## src/shared/bas_pkg.sv

```systemverilog
/*
 * Constants and carrier types for the backplane address snoop block:
 * field positions of the three status words, backplane address line
 * positions, register indices, reset values and the state encoding.
 * Assumes a single 100 MHz system clock domain in the user of the package.
 */
package bas_pkg;

    // Width of each status word
    localparam int WORD_W = 16;

    // Field widths
    localparam int SLOT_W = 5;
    localparam int GEO_W = 5;
    localparam int CHIP_W = 7;
    localparam int REGIDX_W = 7;
    localparam int AM_W = 6;
    localparam int MUON_W = 2;

    // Backplane address line positions of each field
    localparam int SLOT_A_LSB = 19;
    localparam int CHIP_A_LSB = 12;
    localparam int REGIDX_A_LSB = 2;
    localparam int MUON_A_LSB = 9;
    localparam int A11_LINE = 11;
    localparam int A1_LINE = 1;

    // High word layout
    localparam int HIGH_SLOT_LSB = 0;
    localparam int HIGH_GEO_LSB = 8;

    // Low word layout
    localparam int LOW_REGIDX_LSB = 0;
    localparam int LOW_CHIP_LSB = 8;

    // Medium word layout
    localparam int MED_LWORD_BIT = 0;
    localparam int MED_A1_BIT = 1;
    localparam int MED_RD_BIT = 3;
    localparam int MED_MUON_LSB = 4;
    localparam int MED_A11_BIT = 6;
    localparam int MED_AM_LSB = 8;

    // Register indices as seen in the register index field
    localparam logic [REGIDX_W-1:0] IDX_LAST_BUS_ADDR_HIGH = 7'h79;
    localparam logic [REGIDX_W-1:0] IDX_LAST_BUS_ADDR_LOW = 7'h7A;
    localparam logic [REGIDX_W-1:0] IDX_LAST_BUS_ADDR_MEDIUM = 7'h7B;

    // Chip select code of the bus interface chip (arbitrary value)
    localparam logic [CHIP_W-1:0] BUS_IF_CHIP_CODE = 7'h01;

    // Reset values
    localparam logic [WORD_W-1:0] WORD_RESET = 16'h0000;

    // Backplane pins, active-low strobes as on the bus
    typedef struct packed {
        logic asN;
        logic writeN;
        logic lwordN;
        logic [AM_W-1:0] am;
        logic [23:1] addr;
    } bas_vme_pins_t;

    // Snapshot of the last observed command
    typedef struct packed {
        logic [23:1] addr;
        logic [AM_W-1:0] am;
        logic readCycle;
        logic longWord;
    } bas_snap_t;

    localparam bas_snap_t SNAP_RESET = '{addr: 23'h000000, am: 6'h00,
        readCycle: 1'b0, longWord: 1'b0};

    typedef enum logic [2:0] {
        ST_IDLE = 3'b001,
        ST_DECODE = 3'b010,
        ST_BUSY = 3'b100
    } bas_state_t;

endpackage

```

## src/verilog/bas_addr_snoop.sv

```systemverilog
/*
 * Backplane address snoop: latches the address, modifier, direction and
 * long-word qualifier of every backplane command into three read-only
 * status words and answers reads of them addressed to this chip.
 * Assumes backplane pins are asynchronous to clk and that address lines
 * are stable while the address strobe is low.
 */
// Overview of operation
// (RQ1) Every backplane command is captured and held until the next, readable in three words.
// (RQ2) Only the bus interface chip answers for these words; other chip selects are ignored.
// (RQ3) High word bits 4..0 carry the slot field, address lines 23..19.
// (RQ4) High word bits 12..8 carry the board's geographic position.
// (RQ5) Low word bits 14..8 carry the chip select field, address lines 18..12.
// (RQ6) Low word bits 6..0 carry the register index field, address lines 8..2.
// (RQ7) Medium word bits 13..8 carry the address modifier of the last command.
// (RQ8) Medium word bits 5..4 carry the muon field, lines 10..9, and bit 6 line 11.
// (RQ9) Medium word bit 3 is the inverted write strobe, and bit 1 is address line 1.
// (RQ10) Medium word bit 0 is the inverted long-word strobe.
// (RQ11) Unused bits read zero and writes to the three words change nothing.
`timescale 1ns/1ps
`default_nettype none

module bas_addr_snoop (
    // Clock and reset
    input wire logic clk,
    input wire logic resetn,
    // Backplane pins
    input wire bas_pkg::bas_vme_pins_t vmePins,
    input wire logic [bas_pkg::GEO_W-1:0] geographicPosition,
    // Register answer
    output logic [bas_pkg::WORD_W-1:0] rdData,
    output logic rdValid,
    output logic wrIgnored,
    output logic cmdSeen
);

    localparam int PIN_W = $bits(bas_pkg::bas_vme_pins_t);
    localparam int SYNC_W = PIN_W + bas_pkg::GEO_W;

    // Synchronised pins
    logic [SYNC_W-1:0] syncBundle;
    bas_pkg::bas_vme_pins_t pinsS;
    logic [bas_pkg::GEO_W-1:0] geoS;

    bas_sync #(
        .W(SYNC_W)
    ) u_sync (
        .clk(clk),
        .resetn(resetn),
        .asyncIn({vmePins, geographicPosition}),
        .syncOut(syncBundle)
    );

    assign pinsS = bas_pkg::bas_vme_pins_t'(syncBundle[SYNC_W-1 -: PIN_W]);
    assign geoS = syncBundle[bas_pkg::GEO_W-1:0];

    // State and captured command
    bas_pkg::bas_state_t state_reg;
    bas_pkg::bas_state_t state_next;
    bas_pkg::bas_snap_t snap_reg;
    bas_pkg::bas_snap_t snap_next;
    logic [bas_pkg::GEO_W-1:0] geo_reg;
    logic [bas_pkg::WORD_W-1:0] rdData_reg;
    logic [bas_pkg::WORD_W-1:0] rdData_next;
    logic rdValid_reg;
    logic rdValid_next;
    logic wrIgnored_reg;
    logic wrIgnored_next;
    logic cmdSeen_reg;
    logic cmdSeen_next;

    // Field extraction from a captured address
    function automatic logic [bas_pkg::CHIP_W-1:0] chipOf(input logic [23:1] a);
        chipOf = a[bas_pkg::CHIP_A_LSB +: bas_pkg::CHIP_W];
    endfunction

    function automatic logic [bas_pkg::REGIDX_W-1:0] regIdxOf(input logic [23:1] a);
        regIdxOf = a[bas_pkg::REGIDX_A_LSB +: bas_pkg::REGIDX_W];
    endfunction

    // Status word assembly; every bit not placed stays zero
    logic [bas_pkg::WORD_W-1:0] highWord;
    logic [bas_pkg::WORD_W-1:0] lowWord;
    logic [bas_pkg::WORD_W-1:0] medWord;

    always_comb
    begin
        highWord = bas_pkg::WORD_RESET; // see (RQ11)
        highWord[bas_pkg::HIGH_SLOT_LSB +: bas_pkg::SLOT_W] =
            snap_reg.addr[bas_pkg::SLOT_A_LSB +: bas_pkg::SLOT_W]; // see (RQ3)
        highWord[bas_pkg::HIGH_GEO_LSB +: bas_pkg::GEO_W] = geo_reg; // see (RQ4)
    end

    always_comb
    begin
        lowWord = bas_pkg::WORD_RESET; // see (RQ11)
        lowWord[bas_pkg::LOW_CHIP_LSB +: bas_pkg::CHIP_W] = chipOf(snap_reg.addr); // see (RQ5)
        lowWord[bas_pkg::LOW_REGIDX_LSB +: bas_pkg::REGIDX_W] =
            regIdxOf(snap_reg.addr); // see (RQ6)
    end

    always_comb
    begin
        medWord = bas_pkg::WORD_RESET; // see (RQ11)
        medWord[bas_pkg::MED_AM_LSB +: bas_pkg::AM_W] = snap_reg.am; // see (RQ7)
        medWord[bas_pkg::MED_A11_BIT] = snap_reg.addr[bas_pkg::A11_LINE]; // see (RQ8)
        medWord[bas_pkg::MED_MUON_LSB +: bas_pkg::MUON_W] =
            snap_reg.addr[bas_pkg::MUON_A_LSB +: bas_pkg::MUON_W]; // see (RQ8)
        // Inverted write strobe, so the bit is set for writes
        medWord[bas_pkg::MED_RD_BIT] = !snap_reg.readCycle; // see (RQ9)
        medWord[bas_pkg::MED_A1_BIT] = snap_reg.addr[bas_pkg::A1_LINE]; // see (RQ9)
        medWord[bas_pkg::MED_LWORD_BIT] = snap_reg.longWord; // see (RQ10)
    end

    // Decode of the captured command
    wire strobeLow = !pinsS.asN;
    wire chipHit = chipOf(snap_reg.addr) == bas_pkg::BUS_IF_CHIP_CODE; // see (RQ2)
    wire [bas_pkg::REGIDX_W-1:0] capIdx = regIdxOf(snap_reg.addr);
    wire hitHigh = chipHit && capIdx == bas_pkg::IDX_LAST_BUS_ADDR_HIGH;
    wire hitLow = chipHit && capIdx == bas_pkg::IDX_LAST_BUS_ADDR_LOW;
    wire hitMed = chipHit && capIdx == bas_pkg::IDX_LAST_BUS_ADDR_MEDIUM;
    wire regHit = hitHigh || hitLow || hitMed;
    wire [bas_pkg::WORD_W-1:0] selWord = hitHigh ? highWord :
                                         hitLow ? lowWord :
                                         hitMed ? medWord : bas_pkg::WORD_RESET;

    // A read of these words returns the snapshot of that very read, since
    // capture precedes decode; software sees its own access in them.
    always_comb
    begin
        state_next = state_reg;
        snap_next = snap_reg;
        rdData_next = rdData_reg;
        rdValid_next = 1'b0;
        wrIgnored_next = 1'b0;
        cmdSeen_next = 1'b0;
        case (state_reg)
            bas_pkg::ST_IDLE:
            begin
                if (strobeLow)
                begin
                    snap_next.addr = pinsS.addr; // see (RQ1)
                    snap_next.am = pinsS.am;
                    snap_next.readCycle = pinsS.writeN;
                    snap_next.longWord = !pinsS.lwordN;
                    cmdSeen_next = 1'b1;
                    state_next = bas_pkg::ST_DECODE;
                end
            end
            bas_pkg::ST_DECODE:
            begin
                if (regHit && snap_reg.readCycle)
                begin
                    rdData_next = selWord; // see (RQ1)
                    rdValid_next = 1'b1;
                end
                else if (regHit)
                begin
                    // Write data is dropped; snapshot is untouched
                    wrIgnored_next = 1'b1; // see (RQ11)
                end
                state_next = bas_pkg::ST_BUSY;
            end
            bas_pkg::ST_BUSY:
            begin
                // One capture per strobe, no matter how long it is held
                if (!strobeLow)
                begin
                    state_next = bas_pkg::ST_IDLE;
                end
            end
            default:
            begin
                state_next = bas_pkg::ST_IDLE;
            end
        endcase
    end

    always_ff @(posedge clk or negedge resetn)
    begin
        if (!resetn)
        begin
            // Synchronised strobe resets low; waiting in BUSY for it to read
            // high keeps reset from faking a command or catching one half way
            state_reg <= bas_pkg::ST_BUSY;
            snap_reg <= bas_pkg::SNAP_RESET;
            geo_reg <= '0;
        end
        else
        begin
            state_reg <= state_next;
            snap_reg <= snap_next;
            geo_reg <= geoS;
        end
    end

    always_ff @(posedge clk or negedge resetn)
    begin
        if (!resetn)
        begin
            rdData_reg <= bas_pkg::WORD_RESET;
            rdValid_reg <= 1'b0;
            wrIgnored_reg <= 1'b0;
            cmdSeen_reg <= 1'b0;
        end
        else
        begin
            rdData_reg <= rdData_next;
            rdValid_reg <= rdValid_next;
            wrIgnored_reg <= wrIgnored_next;
            cmdSeen_reg <= cmdSeen_next;
        end
    end

    assign rdData = rdData_reg;
    assign rdValid = rdValid_reg;
    assign wrIgnored = wrIgnored_reg;
    assign cmdSeen = cmdSeen_reg;

endmodule

`default_nettype wire

```

## src/verilog/bas_sync.sv

```systemverilog
/*
 * Two-flop synchroniser for a bundle of asynchronous levels.
 * Assumes the bundle is quasi-static relative to the sampling clock;
 * multi-bit values are only trusted once their qualifying strobe settles.
 */
`timescale 1ns/1ps
`default_nettype none

module bas_sync #(
    parameter int W = 1
) (
    // Clock and reset
    input wire logic clk,
    input wire logic resetn,
    // Levels
    input wire logic [W-1:0] asyncIn,
    output logic [W-1:0] syncOut
);

    logic [W-1:0] stage1_reg;

    // First stage feeds only the second
    always_ff @(posedge clk or negedge resetn)
    begin
        if (!resetn)
        begin
            stage1_reg <= '0;
            syncOut <= '0;
        end
        else
        begin
            stage1_reg <= asyncIn;
            syncOut <= stage1_reg;
        end
    end

endmodule

`default_nettype wire

```

## config.mk

```make
export PLATFORM = sky130hd
export DESIGN_NAME = bas_addr_snoop
export DESIGN_NICKNAME = d
export VERILOG_FILES = /design/src/shared/bas_pkg.sv /design/src/verilog/bas_addr_snoop.sv /design/src/verilog/bas_sync.sv
export SDC_FILE = /design/constraint.sdc
export NUM_CORES = 1
export LEC_CHECK = 0
export BUFFER_PORTS_ARGS = -buffer_cell sky130_fd_sc_hd__clkbuf_2
export CAP_MARGIN = 15
export CORE_UTILIZATION = 30
export DETAILED_ROUTE_END_ITERATION = 12
export MAX_ROUTING_LAYER = met4
export PLACE_DENSITY_LB_ADDON = 0.05
export SETUP_SLACK_MARGIN = 0.1
export SYNTH_ARGS = -nofsm -noshare
export SYNTH_HDL_FRONTEND = slang
export SYNTH_SLANG_ARGS = --single-unit
```

## constraint.sdc

```tcl
create_clock -name clk -period 2.42 [get_ports clk]
set_input_delay 0.242 -clock clk [delete_from_list [all_inputs] [get_ports clk]]
set_output_delay 0.242 -clock clk [all_outputs]
set_load 0.1 [all_outputs]
```

==> impl.org <==
** Global routing
- The via count of the first global-routing pass is 2,470.
- Overflow after GRT :: 0
- The first global-routing pass estimated about 13,000 µm of wire.
- The number of antenna violations at the first check in global routing is 0.
- In the global route stage, overall resource usage came out at 12.7%.
- Entering global routing, the biggest net connects 65 pins.

** Setup path
- Setup slack of the most critical reg-to-reg path :: 0.49 ns
- Maximum fanout along the worst path :: 7
- Launch instance of the worst register-to-register path :: lowWord[10]
- The setup path with the least slack is of type register to register.
- The worst setup path is captured at a register.
- Tracing the worst setup path back leads to its startpoint at lowWord[10].
- Worst EP arrival :: 2.22 ns
- Data on the critical path is required at its endpoint by 2.71 ns.
- Worst setup path end :: rdData[8]
- RR Endpoint :: rdData[8]
- Worst Reg2Reg Path Length in Cells :: 4
- Startpoint Class :: register

** Yosys
- In the synthesized netlist the dominant register cell turns out to be sky130_fd_sc_hd__dfrtp_1.
- Cells after synthesis :: 239
- Number of enable flip-flop cells after synthesis :: 0
- Area of the mapped netlist :: approximately 4100 µm²
- Yosys instantiated no cell more often than sky130_fd_sc_hd__dfrtp_1.
- A synthesized cell averages 17.3 µm².
- Number of distinct standard cells referenced by the synthesized netlist :: 35
- Yosys warnings :: 0
- Sequential cells were found to cover 78.6% of the synthesized design area.
- The synthesized design devotes to its leading area cell type 77.9% of total area.
- After synthesis, the share of flip-flops with an asynchronous set or reset is 100%.
- The biggest area contributor in the post-synthesis netlist is sky130_fd_sc_hd__dfrtp_1.
- By area the synthesized netlist is led by sky130_fd_sc_hd__dfrtp_1 (78%), sky130_fd_sc_hd__mux2_2 (9.8%), sky130_fd_sc_hd__a21oi_1 (1.2%).
- Yosys reg bits :: 130
- Top cells by instance count after synthesis :: sky130_fd_sc_hd__dfrtp_1 (129), sky130_fd_sc_hd__mux2_2 (36), sky130_fd_sc_hd__a21oi_1 (10), sky130_fd_sc_hd__nand2_1 (7)

** Power
- For this design the total switching power over the nets is 0.00163 W.
- After layout, the design draws a total of approximately 0.0063 W.
- Power per cell area :: 1120 nW/µm²
- Clock group share of total power :: ~41%
- Switching Fraction :: 25.7%
- Leakage power figure :: 2.61 nW
- VDD sags by at most 0.474 mV.
- Pint :: ~0.0047 W
- Sequential cells account for 43.1% of the total power.
- Combinational cells account for between 15 and 20% of the total power.

** Detailed routing
- Drt wl/cell :: 13.7 µm
- After detailed routing, the number of vias per cell comes to 4.14.
- DR iter-0 viols :: 94
- The final route contains 2,238 vias.
- Residual DRC count :: 0
- DRT antenna net count :: 0
- The first detailed-routing pass ran for 4 iterations.
- Routed Wire Length :: 7410 µm

** Timing
- Transition time at the pin with the least slew margin :: 0.596 ns
- Setup repair after global routing missed its margin :: false
- Final sum of negative setup slack :: 0 ns
- Across the routed clock network, the largest skew measured is 0.00654 ns.
- Setup violations remaining at the end of the flow were counted as 0.
- Headroom to the max-slew limit :: 60.3%
- Fin crit period :: 1.93 ns
- Tcrit/Tclk final :: 79.6%
- Final number of hold-violating endpoints :: 0
- Static timing analysis puts the maximum clock frequency at 0.519 GHz.
- Number of slew-limit violations in the final report :: 0

** Outcome
- The run finished with clean final reports.

** Floorplanning
- Chip width :: 120 µm
- Top-level port count :: 58
- Initial core utilization :: 31.0%
- Core area :: 13,300 µm²
- Area of the die :: roughly 14,000 µm²
- Die outline height :: around 120 µm
- Number of rows in the core area :: 42

** Place
- Final HPWL from detailed placement :: 4540 µm
- Routability-driven placement finished with a final weighted congestion of 0.629.
- Quantity of I/O buffers inserted on ports :: 55
- Once placement finished, the instance area stood at 4680 µm².

** Clocking
- Total of cells resized after clock tree synthesis :: 0
- The later pin in the worst-skew pair is clocked with a latency of 0.41 ns.
- Depth of the CTS H-tree :: 4
- Clock slew at reported path FFs :: 0.05 ns
- For this design, the sink count on the clock tree is 130.
- CTS tree :: built
- The number of clock buffers added by TritonCTS is 17.
- For this design, the CTS-stage hold fixing added 38 buffers.
- Clock tree synthesis selected as its root buffer the cell sky130_fd_sc_hd__clkbuf_16.
- The longest clock path from root to sink contains 2 buffers.
- In this run the post-CTS setup repair buffer count came out at 0.

** Final layout
- Syn-to-layout area delta :: 36.7%
- Fraction of final layout cells sized beyond drive strength 1 :: between 30% and 40%
- The number of antenna diodes in the final layout is 0.
- Summing all flip-flop and latch instances after layout gives ~3300 µm².
- The final layout contains 390 nets.
- The filler cells instantiated in the layout total around 1,300.
- In the final layout, the multi-input gates occupy 852 µm².
- After routing the design area is 5660 µm².

** Run
- Across the run, the number of max-cap violations was 0.

** Min path
- Class of the most critical hold timing path :: register to register
-- critical path, cell delays in order (launching register included) --
cell	delay, ns
sky130_fd_sc_hd__dfrtp_1	0.37
sky130_fd_sc_hd__or4bb_4	0.60
sky130_fd_sc_hd__nor3_4	0.25
sky130_fd_sc_hd__nand3_2	0.21
sky130_fd_sc_hd__mux2_1	0.36
-- logic make-up (layout without fill, tap and decap cells) --
group | count (synthesis) | after routing | share of synthesized area [%]
DFF | 130 | 130 | 78.6
muxes | 40 | 40 | 10.8
and+or+nand+nor | 37 | 37 | 6.64
AOI/OAI and AO/OA | 21 | 21 | 2.75
buffers and inverters | 10 | 134 | 1.18
other | 1 | 2 | 0.0905
-- layout by cell type (no fill, tap or decap), types with 2 or more instances in the layout --
| master | instances |
|---|---|
| sky130_fd_sc_hd__mux2i_1 | 3 |
| sky130_fd_sc_hd__nand2_1 | 7 |
| sky130_fd_sc_hd__buf_4 | 6 |
| sky130_fd_sc_hd__clkinv_2 | 3 |
| sky130_fd_sc_hd__o21ai_1 | 6 |
| sky130_fd_sc_hd__clkbuf_16 | 17 |
| sky130_fd_sc_hd__clkbuf_2 | 54 |
| sky130_fd_sc_hd__nor4b_1 | 2 |
| sky130_fd_sc_hd__inv_6 | 2 |
| sky130_fd_sc_hd__bufinv_16 | 3 |
| sky130_fd_sc_hd__and2_1 | 2 |
| sky130_fd_sc_hd__dlygate4sd3_1 | 38 |
| sky130_fd_sc_hd__a21oi_1 | 10 |
| sky130_fd_sc_hd__nand2b_1 | 3 |
| sky130_fd_sc_hd__and3_1 | 3 |
| sky130_fd_sc_hd__o21ai_0 | 2 |
| sky130_fd_sc_hd__conb_1 | 2 |
| sky130_fd_sc_hd__clkbuf_1 | 2 |
| sky130_fd_sc_hd__inv_1 | 2 |
| sky130_fd_sc_hd__clkinvlp_4 | 2 |
| sky130_fd_sc_hd__mux2_2 | 36 |
| sky130_fd_sc_hd__o31ai_1 | 2 |
| sky130_fd_sc_hd__nor2_1 | 6 |
| sky130_fd_sc_hd__dfrtp_1 | 129 |
| sky130_fd_sc_hd__clkinv_4 | 2 |
-- how the worst min path moves through the flow --
stage                                      from                    end  slack (ns)  depth (start not counted)
final                      u_sync.stage1_reg[8]      u_sync.syncOut[8]        0.35                          0
after floorplan                          resetn              capIdx[0]       -0.05                          0
after global routing      u_sync.stage1_reg[13]     u_sync.syncOut[13]        0.35                          0
after global placement                   resetn     u_sync.syncOut[28]        0.29                          1
after detailed placement                 resetn  u_sync.stage1_reg[28]        0.29                          1
after CTS                  u_sync.stage1_reg[8]      u_sync.syncOut[8]        0.35                          0
-- stage by stage --
stage	hold slack, ns	cells	utilization, %	setup slack [ns]
after global routing	0.352	540	42.4	0.398
after CTS	0.349	540	42.4	0.463
after global placement	0.294	470	35.1	0.512
final	0.347	540	42.4	0.493
after floorplan	-0.0536	240	-	0.601
after detailed placement	0.288	470	35.1	0.477
-- area by class of cell --
type                    instances  area share [%]
clock inverters                12            2.74
flip-flops and latches        130            57.5
well taps                     176            3.89
multi-input cells             100            15.0
clock buffers                  20            7.89
repair buffers                100            12.8
inverters                       2           0.133
-- layer usage --
metal | vias up | part of all wire (%) | global-route usage [%]
met5 | - | 0 | -
li1 | 1049 | - | -
met2 | 47 | 47 | 18.4
met3 | 17 | 4.6 | 5.28
met1 | 1125 | 46 | 14.8
met4 | 0 | 2.3 | 7.50
-- power groups by stage --
stage	clock (W)	combinational (W)	sequential, W
6_report	0.00257	0.00103	0.00273
5_1_grt	0.00276	0.00114	0.00279
4_1_cts	0.00266	0.00106	0.00274
3_5_place_dp	0	0.00101	0.00278
3_3_place_gp	0	0.00100	0.00277
2_1_floorplan	0	0.000663	0.00278
No activity file was read; power rests on OpenSTA's default activity.
